`src/core/dalc_pkg.sv`:
```
// Constants for the activity indicator controller.
// Assumes a 40 MHz core clock.
package dalc_pkg;

  localparam int unsigned CLK_HZ           = 40_000_000;
  localparam int unsigned BLINK_HALF_MS    = 500;
  localparam int unsigned BLINK_HALF_CYC   = CLK_HZ / 1000 * BLINK_HALF_MS;
  localparam logic        POLARITY_RST     = 1'b0;
  localparam logic        LIT_RST          = 1'b0;
  localparam logic        BLINK_LIT_RST    = 1'b1;

  typedef enum logic [1:0] {
    DALC_SPUN_DOWN,
    DALC_SPUN_UP,
    DALC_TRANSITION
  } dalc_spin_t;

endpackage : dalc_pkg

```
`src/core/dalc_led.sv`:
```
// Drive activity indicator controller with open-collector output.
// Assumes spindle, activity and format inputs come from other clock domains.
//
// Functional notes
// - Spun down, idle: indicator unlit regardless of polarity select.
// - Spun down, command executing: indicator lit regardless of polarity.
// - Spun up, idle: lit when select is 0, unlit when 1.
// - Spun up, executing: unlit when select is 0, lit when 1.
// - Spinning up or down: blink half second lit, half second unlit.
// - Format running: invert indicator at each cylinder change.
// - Lit pulls output low; unlit releases output to high impedance.
`timescale 1ns/100ps
module dalc_led
  import dalc_pkg::*;
#(
  parameter int unsigned BLINK_HALF = BLINK_HALF_CYC
)
(
  input  wire logic mclk,
  input  wire logic sys_rst,
  input  wire logic spindle_at_speed,
  input  wire logic spindle_moving,
  input  wire logic cmd_active,
  input  wire logic format_active,
  input  wire logic cylinder_step,
  input  wire logic indicator_polarity_select,
  output logic      activity_indicator_out,
  output logic      activity_indicator_oe
);

  localparam int CW = $clog2(BLINK_HALF + 1);

  // Half period must fit the counter and an int
  if (BLINK_HALF == 32'h0 || BLINK_HALF > 32'h7FFFFFFF)
  begin : g_bad_half
    $error("BLINK_HALF out of range");
  end

  typedef struct packed {
    logic [1:0]    at_speed_s;
    logic [1:0]    moving_s;
    logic [1:0]    cmd_s;
    logic [1:0]    fmt_s;
    logic [1:0]    step_s;
    logic [1:0]    pol_s;
    logic          step_d;
    logic          fmt_d;
    logic [CW-1:0] blink_cnt;
    logic          blink_lit;
    logic          fmt_lit;
    logic          lit;
  } dalc_state_t;

  dalc_state_t st_reg;
  dalc_state_t st_next;
  dalc_spin_t  spin;
  logic        steady_lit;
  logic        step_rise;
  logic        fmt_rise;

  ////////////////////////////////////////////////////////////////////////////
  // Spindle decode
  function automatic dalc_spin_t dalc_spin_decode(logic at_spd, logic mov);
    if (mov)
      return DALC_TRANSITION;
    else if (at_spd)
      return DALC_SPUN_UP;
    else
      return DALC_SPUN_DOWN;
  endfunction : dalc_spin_decode

  ////////////////////////////////////////////////////////////////////////////
  // Next state
  always_comb
  begin
    st_next   = st_reg;
    spin      = dalc_spin_decode(st_reg.at_speed_s[1], st_reg.moving_s[1]);
    step_rise = st_reg.step_s[1] && !st_reg.step_d;
    fmt_rise  = st_reg.fmt_s[1] && !st_reg.fmt_d;

    // Only stage two of each synchroniser feeds logic
    st_next.at_speed_s = {st_reg.at_speed_s[0], spindle_at_speed};
    st_next.moving_s   = {st_reg.moving_s[0], spindle_moving};
    st_next.cmd_s      = {st_reg.cmd_s[0], cmd_active};
    st_next.fmt_s      = {st_reg.fmt_s[0], format_active};
    st_next.step_s     = {st_reg.step_s[0], cylinder_step};
    st_next.pol_s      = {st_reg.pol_s[0], indicator_polarity_select};
    st_next.step_d     = st_reg.step_s[1];
    st_next.fmt_d      = st_reg.fmt_s[1];

    // Steady indicator from spindle and activity
    steady_lit = 1'b0;
    unique case (spin)
      DALC_SPUN_DOWN:
        steady_lit = st_reg.cmd_s[1];
      DALC_SPUN_UP:
        steady_lit = st_reg.cmd_s[1] ~^ st_reg.pol_s[1];
      DALC_TRANSITION:
        steady_lit = st_reg.blink_lit;
    endcase

    // Blink timer runs only while spinning up or down
    if (spin != DALC_TRANSITION)
    begin
      st_next.blink_cnt = '0;
      st_next.blink_lit = BLINK_LIT_RST;
    end
    else if (st_reg.blink_cnt == CW'(BLINK_HALF - 1))
    begin
      st_next.blink_cnt = '0;
      st_next.blink_lit = ~st_reg.blink_lit;
    end
    else
      st_next.blink_cnt = st_reg.blink_cnt + CW'(1);

    // Format toggle starts from the current indicator state
    if (st_reg.fmt_s[1] && !st_reg.fmt_d)
      st_next.fmt_lit = st_reg.lit;
    else if (st_reg.fmt_s[1] && st_reg.step_s[1] && !st_reg.step_d)
      st_next.fmt_lit = ~st_reg.fmt_lit;

    if (st_reg.fmt_s[1])
      st_next.lit = st_next.fmt_lit;
    else
      st_next.lit = steady_lit;

    if (sys_rst)
    begin
      st_next           = '0;
      st_next.lit       = LIT_RST;
      st_next.pol_s     = {2{POLARITY_RST}};
      st_next.blink_lit = BLINK_LIT_RST;
    end
  end

  ////////////////////////////////////////////////////////////////////////////
  // State register
  always_ff @(posedge mclk)
    st_reg <= st_next;

  ////////////////////////////////////////////////////////////////////////////
  // Open collector: drive low only when lit
  assign activity_indicator_out = 1'b0;
  assign activity_indicator_oe  = st_reg.lit;

  ////////////////////////////////////////////////////////////////////////////
  // Checks
  chk_down_idle_off: assert property (
    @(posedge mclk) disable iff (sys_rst)
    (!st_reg.fmt_s[1] && spin == DALC_SPUN_DOWN && !st_reg.cmd_s[1])
      |=> !activity_indicator_oe)
    else $error("indicator lit while spun down and idle");

  chk_down_busy_on: assert property (
    @(posedge mclk) disable iff (sys_rst)
    (!st_reg.fmt_s[1] && spin == DALC_SPUN_DOWN && st_reg.cmd_s[1])
      |=> activity_indicator_oe)
    else $error("indicator unlit while spun down and busy");

  chk_up_idle_pol: assert property (
    @(posedge mclk) disable iff (sys_rst)
    (!st_reg.fmt_s[1] && spin == DALC_SPUN_UP && !st_reg.cmd_s[1])
      |=> activity_indicator_oe == !$past(st_reg.pol_s[1]))
    else $error("spun-up idle state wrong for polarity");

  chk_up_busy_pol: assert property (
    @(posedge mclk) disable iff (sys_rst)
    (!st_reg.fmt_s[1] && spin == DALC_SPUN_UP && st_reg.cmd_s[1])
      |=> activity_indicator_oe == $past(st_reg.pol_s[1]))
    else $error("spun-up busy state wrong for polarity");

  chk_blink_period: assert property (
    @(posedge mclk) disable iff (sys_rst)
    (spin == DALC_TRANSITION && st_reg.blink_cnt == CW'(BLINK_HALF - 1))
      |=> st_reg.blink_lit != $past(st_reg.blink_lit))
    else $error("blink did not flip at half period");

  chk_blink_follow: assert property (
    @(posedge mclk) disable iff (sys_rst)
    (!st_reg.fmt_s[1] && spin == DALC_TRANSITION)
      |=> activity_indicator_oe == $past(st_reg.blink_lit))
    else $error("indicator not following blink while spinning");

  chk_blink_cnt_range: assert property (
    @(posedge mclk) disable iff (sys_rst)
    st_reg.blink_cnt < CW'(BLINK_HALF))
    else $error("blink counter beyond half period");

  chk_fmt_toggle: assert property (
    @(posedge mclk) disable iff (sys_rst)
    (st_reg.fmt_s[1] && st_reg.fmt_d && step_rise)
      |=> activity_indicator_oe != $past(activity_indicator_oe))
    else $error("format step did not toggle indicator");

  chk_fmt_start_hold: assert property (
    @(posedge mclk) disable iff (sys_rst)
    fmt_rise |=> $stable(activity_indicator_oe))
    else $error("format start changed indicator state");

  chk_oc_low: assert property (
    @(posedge mclk) disable iff (sys_rst)
    activity_indicator_oe |-> activity_indicator_out == 1'b0)
    else $error("indicator driven high");

  chk_fmt_prio: assert property (
    @(posedge mclk) disable iff (sys_rst)
    (st_reg.fmt_s[1] && st_reg.fmt_d && !step_rise)
      |=> $stable(activity_indicator_oe))
    else $error("steady state overrode format toggle");

  chk_fmt_over_steady: assert property (
    @(posedge mclk) disable iff (sys_rst)
    st_reg.fmt_s[1] |=> activity_indicator_oe == st_reg.fmt_lit)
    else $error("indicator not showing format toggle state");

endmodule : dalc_led

```
`config.mk`:
```
export PLATFORM = sky130hd
export DESIGN_NAME = dalc_led
export DESIGN_NICKNAME = d
export VERILOG_FILES = /design/src/core/dalc_pkg.sv /design/src/core/dalc_led.sv
export SDC_FILE = /design/constraint.sdc
export NUM_CORES = 1
export LEC_CHECK = 0
export BUFFER_PORTS_ARGS = -buffer_cell sky130_fd_sc_hd__buf_4
export CORE_MARGIN = 2
export CORE_UTILIZATION = 40
export CTS_BUF_LIST = sky130_fd_sc_hd__clkbuf_16
export DETAILED_ROUTE_END_ITERATION = 6
export MAX_ROUTING_LAYER = met4
export PLACE_DENSITY = 0.67
export SETUP_SLACK_MARGIN = 0.3
export SYNTH_ARGS = -nofsm -noshare
export SYNTH_HDL_FRONTEND = slang
export SYNTH_SLANG_ARGS = --single-unit
```
`constraint.sdc`:
```
create_clock -name mclk -period 3.6 [get_ports mclk]
set_clock_uncertainty 0.05 [all_clocks]
set_input_delay 0.18 -clock mclk [delete_from_list [all_inputs] [get_ports mclk]]
set_output_delay 0.18 -clock mclk [all_outputs]
set_load 0.005 [all_outputs]
```
==> impl_metrics.ini, run 1 <==
[synth]
synthMostInstantiatedCell = dfxtp_1
synth_top_area_frac = 0.466
ys_seq_area_frac = 0.466
synth.area.top_cells = dfxtp_1, nor2b_1, nor2_1
synth_nets = 211
synthFlopType = dfxtp_1
async_flop_share = 0
synth_area_mm2 = 0.00180
ys_types = 43
yosysWarnings = 0
avgSynthCellArea_um2 = 8.93
synth_common_cells = dfxtp_1, nor2_1, nor2b_1
synth-edff-count = 0
ys_ff_latch = 42
yosys.area.top_type = dfxtp_1
synth_cells = 202

[critical_path]
reg2reg_depth = 5
path_delay_family = simple AND/OR/NAND/NOR gates
cp_cell_sequence = ha_1 -> nand2_1 -> or3_1 -> or4_1 -> a21oi_1
r2r-end = st_reg[23]
criticalPathCategory = reg -> reg
path_buf_inv = 0
cpPeakStageDelay_ps = 550
startpoint_type = flip-flop
r2r_start = st_reg[3]
worstPathMaxFanout = 12
cp_data_required_time_ps = 3760
reg2reg_slack_ps = 1590
worst_path_max_delay_cell = or4_1
worstSetupEndpointType = flip-flop
crit_arrival_ps = 2170

[hold_path]
holdPathEnd = st_reg[32]
holdCritPathClass = in -> reg
min_from = cylinder_step
hold_depth = 2

[route]
first_pass_iters = 4
drcViolationCount = 0
wirelength_mm = 3.32
ant_nets = 0
viasPerCell = 5.32
drt_iter0_markers = 50
vias = 1393
wl_per_cell_um = 12.7

[clock_network]
clk_path_buf_depth = 2
path_clk_slew_ps = 60
cts-root-buf = clkbuf_16
cts_resized = 0
hold_buffers = 0
insertion_delay_ps = 280
numCtsBuffers = 5
postCtsSetupBuffers = 0
cts_sinks = 42
h-tree-depth = 2
cts_tree = yes

[global_routing]
first_global_vias = 1257
busiest_layer = met2
overflow = 0
grtUsageTotal = 0.140
use_met3 = 0.0328
grt_pass1_wl_mm = 5.43
grt_use_met1 = 0.169
antenna_found_initial = 0
grtUsageMet2 = 0.227
grt_start_max_net_pins = 22

[sta]
fin_ws_ps = 1590
setup_violations = 0
hold_viol_final = 0
fin_tns_setup_ps = 0
max_freq_ghz = 0.498
post-route-period-util = 0.558
drv_slew = 0
min_period_ps = 2010
rsz0062_at_grt = false

[finish]
utilization = 0.467
drive_above_1_share = 0.105
n_antenna_cell = 0
largest_register_ffs = 41
finalInstanceArea_mm2 = 0.00203
fin_nets = 218
syn_to_final_growth_pct = 12.8

[pwr]
comb_power_share = 0.026
ir_worst_vdd_mv = 0.278
swShare = 0.202
power.density_mw_per_mm2 = 456
p_leak_nw = 0.647
p_sw_w = 0.000187
p_int_w = 0.000740
p_seq_frac = 0.513
clockPowerShare = 0.461

[run]
maxCapViolCount = 0

[placement]
post-place-ws_ps = 1610
placed_cell_area_mm2 = 0.00189
gp_congestion = 0.860
io_buffers = 8
dp_hpwl_mm = 2.34

[status]
status = complete, no violations

[floorplan]
die_height_um = 71.1
ios = 10
core-area_mm2 = 0.00435
rows = 24
floorplan.die_area_mm2 = 0.00506
dieWidth_um = 71.1
initial_core_util = 0.414
==> cell type report <==
cell class	count	area, µm²
Multi-Input combinational cell	145	896
Fill cell	407	2320
Inverter	6	22.5
Sequential cell	42	841
Clock buffer	5	125
Clock inverter	3	17.5
Tap cell	52	65.1
Timing Repair Buffer	9	67.6
==> worst register-to-register path, cell delays in order (launching register included) <==
cell and delay (ps):
dfxtp_1 360, ha_1 200, nand2_1 80, or3_1 540
or4_1 560, a21oi_1 150
==> routing by layer <==
layer  vias up  routed length, µm
li1        724                  -
met1       649               1590
met2        15               1600
met3         5                 77
met4         0                 52
met5         -                  0
==> how the worst max path moves through the flow <==
stage | cells past startpoint | end | start
floorplan | 6 | st_reg[25] | st_reg[3]
global placement | 5 | st_reg[27] | st_reg[3]
detailed placement | 5 | st_reg[23] | st_reg[3]
CTS | 5 | st_reg[23] | st_reg[3]
global route | 5 | st_reg[23] | st_reg[3]
finish | 5 | st_reg[23] | st_reg[3]
==> cells by family after synthesis <==
kind of cell / Yosys count / synth area share
and+or+nand+nor: 98 / 0.316
DFF: 42 / 0.466
AOI/OAI and AO/OA: 32 / 0.108
buffers and inverters: 15 / 0.0368
xor gates and xnor gates: 13 / 0.0632
adders and majority gates: 1 / 0.00694
other: 1 / 0.00208
==> power groups by stage <==
stage | combinational [W] | clock (W) | sequential [W]
6_report | 0.0000238 | 0.000428 | 0.000476
5_1_grt | 0.0000269 | 0.000451 | 0.000477
4_1_cts | 0.0000242 | 0.000433 | 0.000476
3_5_place_dp | 0.0000241 | 0 | 0.000486
3_3_place_gp | 0.0000233 | 0 | 0.000486
2_1_floorplan | 0.0000146 | 0 | 0.000486
==> stage by stage <==
step / std cells / hold WS, ps / total power (W)
after global routing: 262 / 71.8 / 0.000955
final: 262 / 59.3 / 0.000928
after CTS: 262 / 60.7 / 0.000933
after floorplan: 202 / 202 / 0.000500
after detailed placement: 254 / 348 / 0.000511
after global placement: 254 / 339 / 0.000510
==> cell usage in the layout, fill, tap and decap left out, drive strengths merged, types with 4 or more instances in the layout <==
cell type | synthesis | final
dfxtp | 42 | 42
nor2 | 18 | 18
nor2b | 16 | 16
nand2 | 12 | 12
a21oi | 12 | 12
nand3 | 11 | 11
buf | 5 | 9
o21ai | 9 | 9
xnor2 | 7 | 7
inv | 6 | 7
nand4 | 7 | 7
or3 | 6 | 6
xor2 | 6 | 6
or4 | 6 | 6
nor3 | 5 | 5
clkbuf | 4 | 5
o31ai | 4 | 4
Power figures use the tool's default switching activity.
==> run 2: changes to the inputs <==
--- a/config.mk
+++ b/config.mk
@@ -5,13 +5,14 @@
 export SDC_FILE = /design/constraint.sdc
 export NUM_CORES = 1
 export LEC_CHECK = 0
+export ABC_AREA = 1
 export BUFFER_PORTS_ARGS = -buffer_cell sky130_fd_sc_hd__buf_4
 export CORE_MARGIN = 2
 export CORE_UTILIZATION = 40
 export CTS_BUF_LIST = sky130_fd_sc_hd__clkbuf_16
 export DETAILED_ROUTE_END_ITERATION = 6
 export MAX_ROUTING_LAYER = met4
-export PLACE_DENSITY = 0.67
+export PLACE_DENSITY = 0.69
 export SETUP_SLACK_MARGIN = 0.3
 export SYNTH_ARGS = -nofsm -noshare
 export SYNTH_HDL_FRONTEND = slang
==> constraint.sdc (replaced) <==
create_clock -name mclk -period 1.75 [get_ports mclk]
set_clock_uncertainty 0.05 [all_clocks]
set_input_delay 0.0875 -clock mclk [delete_from_list [all_inputs] [get_ports mclk]]
set_output_delay 0.0875 -clock mclk [all_outputs]
set_load 0.005 [all_outputs]
==> run 2 against run 1 <==
Final area up 23%. Non-clock buffer count up 10. First-iteration DRC count up 70%. Wire length up 26%. Critical path type unchanged.
==> impl_metrics.ini, run 2 <==
[route]
first_pass_iters = 4
vias = 1708
wl_per_cell_um = 11.2
drt_iter0_markers = 85
wirelength_mm = 4.19
drcViolationCount = 0
viasPerCell = 4.58
ant_nets = 0

[synth]
synth_cells = 281
ys_ff_latch = 42
async_flop_share = 0
synth-edff-count = 0
ys_seq_area_frac = 0.429
ys_types = 28
synthMuxAreaShare = 0
yosys.area.top_type = dfxtp_1
synth_compound_gate_area_share = 0.0479
synth_area_mm2 = 0.00196
synth_common_cells = nand2_1, nor2_1, dfxtp_1
avgSynthCellArea_um2 = 6.97
synth.area.top_cells = dfxtp_1, nand2_1, nor2_1
synth_nets = 290
synthFlopType = dfxtp_1
synth_top_family_by_area = simple AND/OR/NAND/NOR gates
synth_top_area_frac = 0.429
synth-simple-area-share = 0.363
yosysWarnings = 0
synth-xor-area-share = 0.0492
synthMostInstantiatedCell = nand2_1
synthAdderAreaFrac = 0.00639

[clock_network]
h-tree-depth = 2
numCtsBuffers = 5
clk_path_buf_depth = 2
path_clk_slew_ps = 60
insertion_delay_ps = 280
cts_sinks = 42
cts-root-buf = clkbuf_16
cts_tree = yes

[sta]
min_period_ps = 1460
setup_violations = 0
max_freq_ghz = 0.687
fin_tns_setup_ps = 0
slew_headroom = 0.660
drv_slew = 0
post-route-period-util = 0.831
rsz0062_at_grt = true
worst_pin_slew_ps = 509
hold_viol_final = 0

[floorplan]
floorplan.die_area_mm2 = 0.00547
rows = 25
dieWidth_um = 74.0
die_height_um = 74.0
core-area_mm2 = 0.00472
initial_core_util = 0.415
ios = 10

[finish]
finalInstanceArea_mm2 = 0.00250
fin_nets = 314
num-fill-cells = 438
multi_input_area_mm2 = 0.00108
largest_register_ffs = 41
drive_above_1_share = 0.219
layout_commonest_cell = nand2_1
n_antenna_cell = 0
seq_area_um2 = 853
mostFrequentLayoutCells = nand2_1, nor2_1, inv_1
syn_to_final_growth_pct = 27.6

[critical_path]
startpoint_type = flip-flop
crit_arrival_ps = 1580
cp_data_required_time_ps = 1870
worstPathMaxFanout = 6
worstSetupEndpointType = flip-flop
path_delay_family = simple AND/OR/NAND/NOR gates
cpPeakStageDelay_ps = 370
r2r_start = st_reg[4]
setup.worst_path.start = st_reg[4]
worst_path_max_delay_cell = dfxtp_4
criticalPathCategory = reg -> reg
cp_cell_sequence = ha_4 -> nand2_2 -> nor2_2 -> nand2_2 -> nor2_4 -> nand2_8 -> nand2_8 -> nor2_1
path_buf_inv = 0

[global_routing]
grt_pass1_wl_mm = 6.96
first_global_vias = 1630
grtUsageTotal = 0.171
overflow = 0
grt_start_max_net_pins = 17
antenna_found_initial = 0

[hold_path]
holdCritPathClass = in -> reg
min_from = sys_rst

[pwr]
ir_worst_vdd_mv = 0.384
power.density_mw_per_mm2 = 841
p_leak_nw = 0.829

[status]
status = complete, no violations

[placement]
gp_congestion = 0.853
placed_cell_area_mm2 = 0.00206
dp_hpwl_mm = 2.63
io_buffers = 8

[run]
maxCapViolCount = 0
## run 2: changes by cell type after synthesis, moves of 6 or more
cell	previous run	this run
nand2_1	12	72
nor2_2	0	8
nor2_1	18	62
or3_1	6	0
inv_1	6	39
nor2b_1	16	0
o21ai_0	9	3
## run 2: logic make-up (layout without fill, tap and decap cells)
logic type	after synthesis	count (layout)
flip-flops	42	42
XOR/XNOR	11	11
other	1	1
adder cells (fa/ha/maj)	1	1
buffers and inverters	45	67
AO/OA/AOI/OAI	15	15
AND/OR/NAND/NOR	166	169
## run 2: metal layers
metal	track usage	vias to the layer above	wire, µm
met5	-	-	0
met4	0.0828	0	102
met3	0.0325	11	115
met2	0.288	24	2090
met1	0.196	781	1880
li1	-	892	-
## run 2: layout make-up
class	count	area share
Timing Repair Buffer	19	0.0631
Tap cell	67	0.0335
Sequential cell	42	0.341
Clock buffer	5	0.0501
Inverter	40	0.0601
Clock inverter	3	0.0180
Multi-Input combinational cell	197	0.434
## run 2: path summary, 6_finish.rpt
path | depth (start not counted) | slack (ps) | endpoint
setup / recovery | 8 | 290 | st_reg[13]
hold / removal | 2 | 50 | st_reg[36]
setup reg to reg | 8 | 290 | st_reg[13]
hold reg to reg | 2 | 350 | st_reg[37]
## run 2: power breakdown
part	leakage (nW)	switching [W]	internal, W
sequential	0.345	0.00000740	0.000971
clock	0.0760	0.000378	0.000672
combinational	0.408	0.0000373	0.0000369
total	0.829	0.000422	0.00168
## run 2: timing repair
item                       4_1_cts  5_1_grt
hold buffers                     6        0
pin swaps                        2        9
buffers inserted                 0        4
setup endpoints to repair       25       26
gates cloned                     3        0
resized for setup               13       23
hold endpoints to repair         6        0
## run 2: worst reg2reg max path: cells and delay by family (launching register included)
family	cells	cell delay, ps
and+or+nand+nor	7	790
DFF	1	370
adders and majority gates	1	150
## run 2: metrics by stage
| stage | worst slack, ps | util | power (W) | instances | hold WS (ps) |
|---|---|---|---|---|---|
| after floorplan | 307 | - | 0.00104 | 281 | 144 |
| after global placement | 153 | 0.437 | 0.00105 | 352 | 236 |
| after detailed placement | 91.3 | 0.437 | 0.00105 | 352 | 243 |
| after CTS | 312 | 0.509 | 0.00212 | 369 | 44.5 |
| after global routing | 239 | 0.529 | 0.00216 | 373 | 60.7 |
| final | 295 | 0.529 | 0.00210 | 373 | 48.4 |
==> run 3: changes to the inputs <==
--- a/config.mk
+++ b/config.mk
@@ -5,14 +5,14 @@
 export SDC_FILE = /design/constraint.sdc
 export NUM_CORES = 1
 export LEC_CHECK = 0
-export ABC_AREA = 1
+export ABC_AREA = 0
 export BUFFER_PORTS_ARGS = -buffer_cell sky130_fd_sc_hd__buf_4
 export CORE_MARGIN = 2
 export CORE_UTILIZATION = 40
 export CTS_BUF_LIST = sky130_fd_sc_hd__clkbuf_16
 export DETAILED_ROUTE_END_ITERATION = 6
 export MAX_ROUTING_LAYER = met4
-export PLACE_DENSITY = 0.69
+export PLACE_DENSITY = 0.67
 export SETUP_SLACK_MARGIN = 0.3
 export SYNTH_ARGS = -nofsm -noshare
 export SYNTH_HDL_FRONTEND = slang
==> constraint.sdc (replaced) <==
create_clock -name mclk -period 1.5 [get_ports mclk]
set_clock_uncertainty 0.05 [all_clocks]
set_input_delay 0.075 -clock mclk [delete_from_list [all_inputs] [get_ports mclk]]
set_output_delay 0.075 -clock mclk [all_outputs]
set_load 0.005 [all_outputs]
==> run 3 against run 2 <==
The run now ends with setup timing left. Register-to-register slack worse by 490 ps. Wire length down 0.76%. Final area grew 8.1%. Hold slack got worse by 27 ps. Critical path depth down 3. Setup slack got worse by 490 ps. Utilization rose by 9.1 points. Flip-flop and latch count unchanged. Non-clock buffer count is 42 higher. First-iteration DRC count down 20%. Highest routed layer unchanged.
==> impl_metrics.ini, run 3 (synthesized netlist as in run 1, its figures left out) <==
[route]
first_pass_iters = 4
wl_met1_mm = 1.84
wl_per_cell_um = 13.2
viasPerCell = 5.16
drt_iter0_markers = 68
drcViolationCount = 0
dr_wl_met3_um = 105
wirelength_mm = 4.16
dr_wl_met2_mm = 2.13
ant_nets = 0
vias = 1621
routed.top_layer = met4

[sta]
fin_ws_ps = -198
min_period_ps = 1700
max_freq_ghz = 0.589
setup_violations = 24
post-route-period-util = 1.13
rsz0062_at_grt = true
hold_viol_final = 0
drv_slew = 0

[finish]
layout_commonest_cell = buf_4
drive_above_1_share = 0.424
syn_to_final_growth_pct = 49.8
utilization = 0.620
n_antenna_cell = 0
mostFrequentLayoutCells = buf_4, dfxtp_1, nor2_1
finalInstanceArea_mm2 = 0.00270
fin_nets = 270
largest_register_ffs = 41

[global_routing]
overflow = 0
grtUsageTotal = 0.179
grt_pass1_wl_mm = 6.91
first_global_vias = 1555
antenna_found_initial = 0
grt_start_max_net_pins = 22

[pwr]
swShare = 0.199
p_sw_w = 0.000487
p_int_w = 0.00196
clockPowerShare = 0.504
power_w = 0.00245
ir_worst_vdd_mv = 0.522
power.density_mw_per_mm2 = 906
p_leak_nw = 0.987
comb_power_share = 0.031
p_seq_frac = 0.465

[clock_network]
numCtsBuffers = 5
path_clk_slew_ps = 60
h-tree-depth = 2
cts_sinks = 42
cts-root-buf = clkbuf_16
clk_path_buf_depth = 2
cts_tree = yes
insertion_delay_ps = 290

[placement]
post-place-ws_ps = -259
placed_cell_area_mm2 = 0.00227
dp_hpwl_mm = 2.66
gp_congestion = 0.778
io_buffers = 8

[critical_path]
criticalPathCategory = reg -> reg
path_delay_family = simple AND/OR/NAND/NOR gates
worstSetupEndpointType = flip-flop
startpoint_type = flip-flop
cpPeakStageDelay_ps = 500
path_buf_inv = 0
cp_data_required_time_ps = 1680
worstPathMaxFanout = 6
crit_arrival_ps = 1880
reg2reg_slack_ps = -200
worst_path_max_delay_cell = or4_4
cp_cell_sequence = ha_4 -> nand2_4 -> or3_4 -> or4_4 -> a21oi_2

[status]
status = finished with violations
failed_checks = setup timing

[floorplan]
die_height_um = 71.1
rows = 24
initial_core_util = 0.414
ios = 10
floorplan.die_area_mm2 = 0.00506
core-area_mm2 = 0.00435
dieWidth_um = 71.1

[hold_path]
holdCritPathClass = in -> reg

[run]
maxCapViolCount = 0
run 3: changes by cell type in the layout (fill, tap and decap cells not counted), sizes merged, moves of 6 or more:
cell	previous run	this run
buf	13	55
inv	40	7
nand2	79	12
nor2	71	18
nor2b	0	16
o21ai	3	9
or3	0	6
or4	0	6
run 3: routing by layer:
layer | GRT usage | vias up
met3 | 0.0385 | 7
met5 | - | -
met1 | 0.212 | 755
met4 | 0.0755 | 0
met2 | 0.295 | 25
li1 | - | 834
run 3: what timing repair did:
action | CTS | global route
resized for setup | 23 | 17
pin swaps | 13 | 8
hold buffers | 6 | 0
hold endpoints to repair | 6 | 0
setup endpoints to repair | 26 | 26
setup buffers | 3 | 3
run 3: power by group through the flow:
stage,logic [W],clock network (W),registers (W)
5_1_grt,0.0000836,0.00131,0.00114
2_1_floorplan,0.0000381,0,0.00116
3_3_place_gp,0.0000602,0,0.00117
6_report,0.0000753,0.00123,0.00114
4_1_cts,0.0000744,0.00127,0.00114
3_5_place_dp,0.0000613,0,0.00117
run 3: area by class of cell:
type | count | area, µm²
clock buffers | 5 | 125
flip-flops and latches | 42 | 875
multi-input cells | 145 | 1060
well taps | 52 | 65.1
fillers | 343 | 1650
inverters | 6 | 22.5
repair buffers | 61 | 512
clock inverters | 3 | 43.8
run 3: final timing paths:
kind                     end        from  cells after the start
setup / recovery  st_reg[23]   st_reg[3]                      5
hold / removal     st_reg[1]     sys_rst                      2
setup reg to reg  st_reg[23]   st_reg[3]                      5
hold reg to reg   st_reg[39]  st_reg[38]                      1
run 3: through the flow:
| step | std cells | setup TNS (ps) | hold WS, ps |
|---|---|---|---|
| 3_5_place_dp | 294 | -4150 | 239 |
| 5_1_grt | 314 | -4470 | 48.7 |
| 4_1_cts | 311 | -2580 | 25.2 |
| 6_report | 314 | -3100 | 21.2 |
| 2_1_floorplan | 202 | -1960 | 96.6 |
| 3_3_place_gp | 294 | -4090 | 234 |
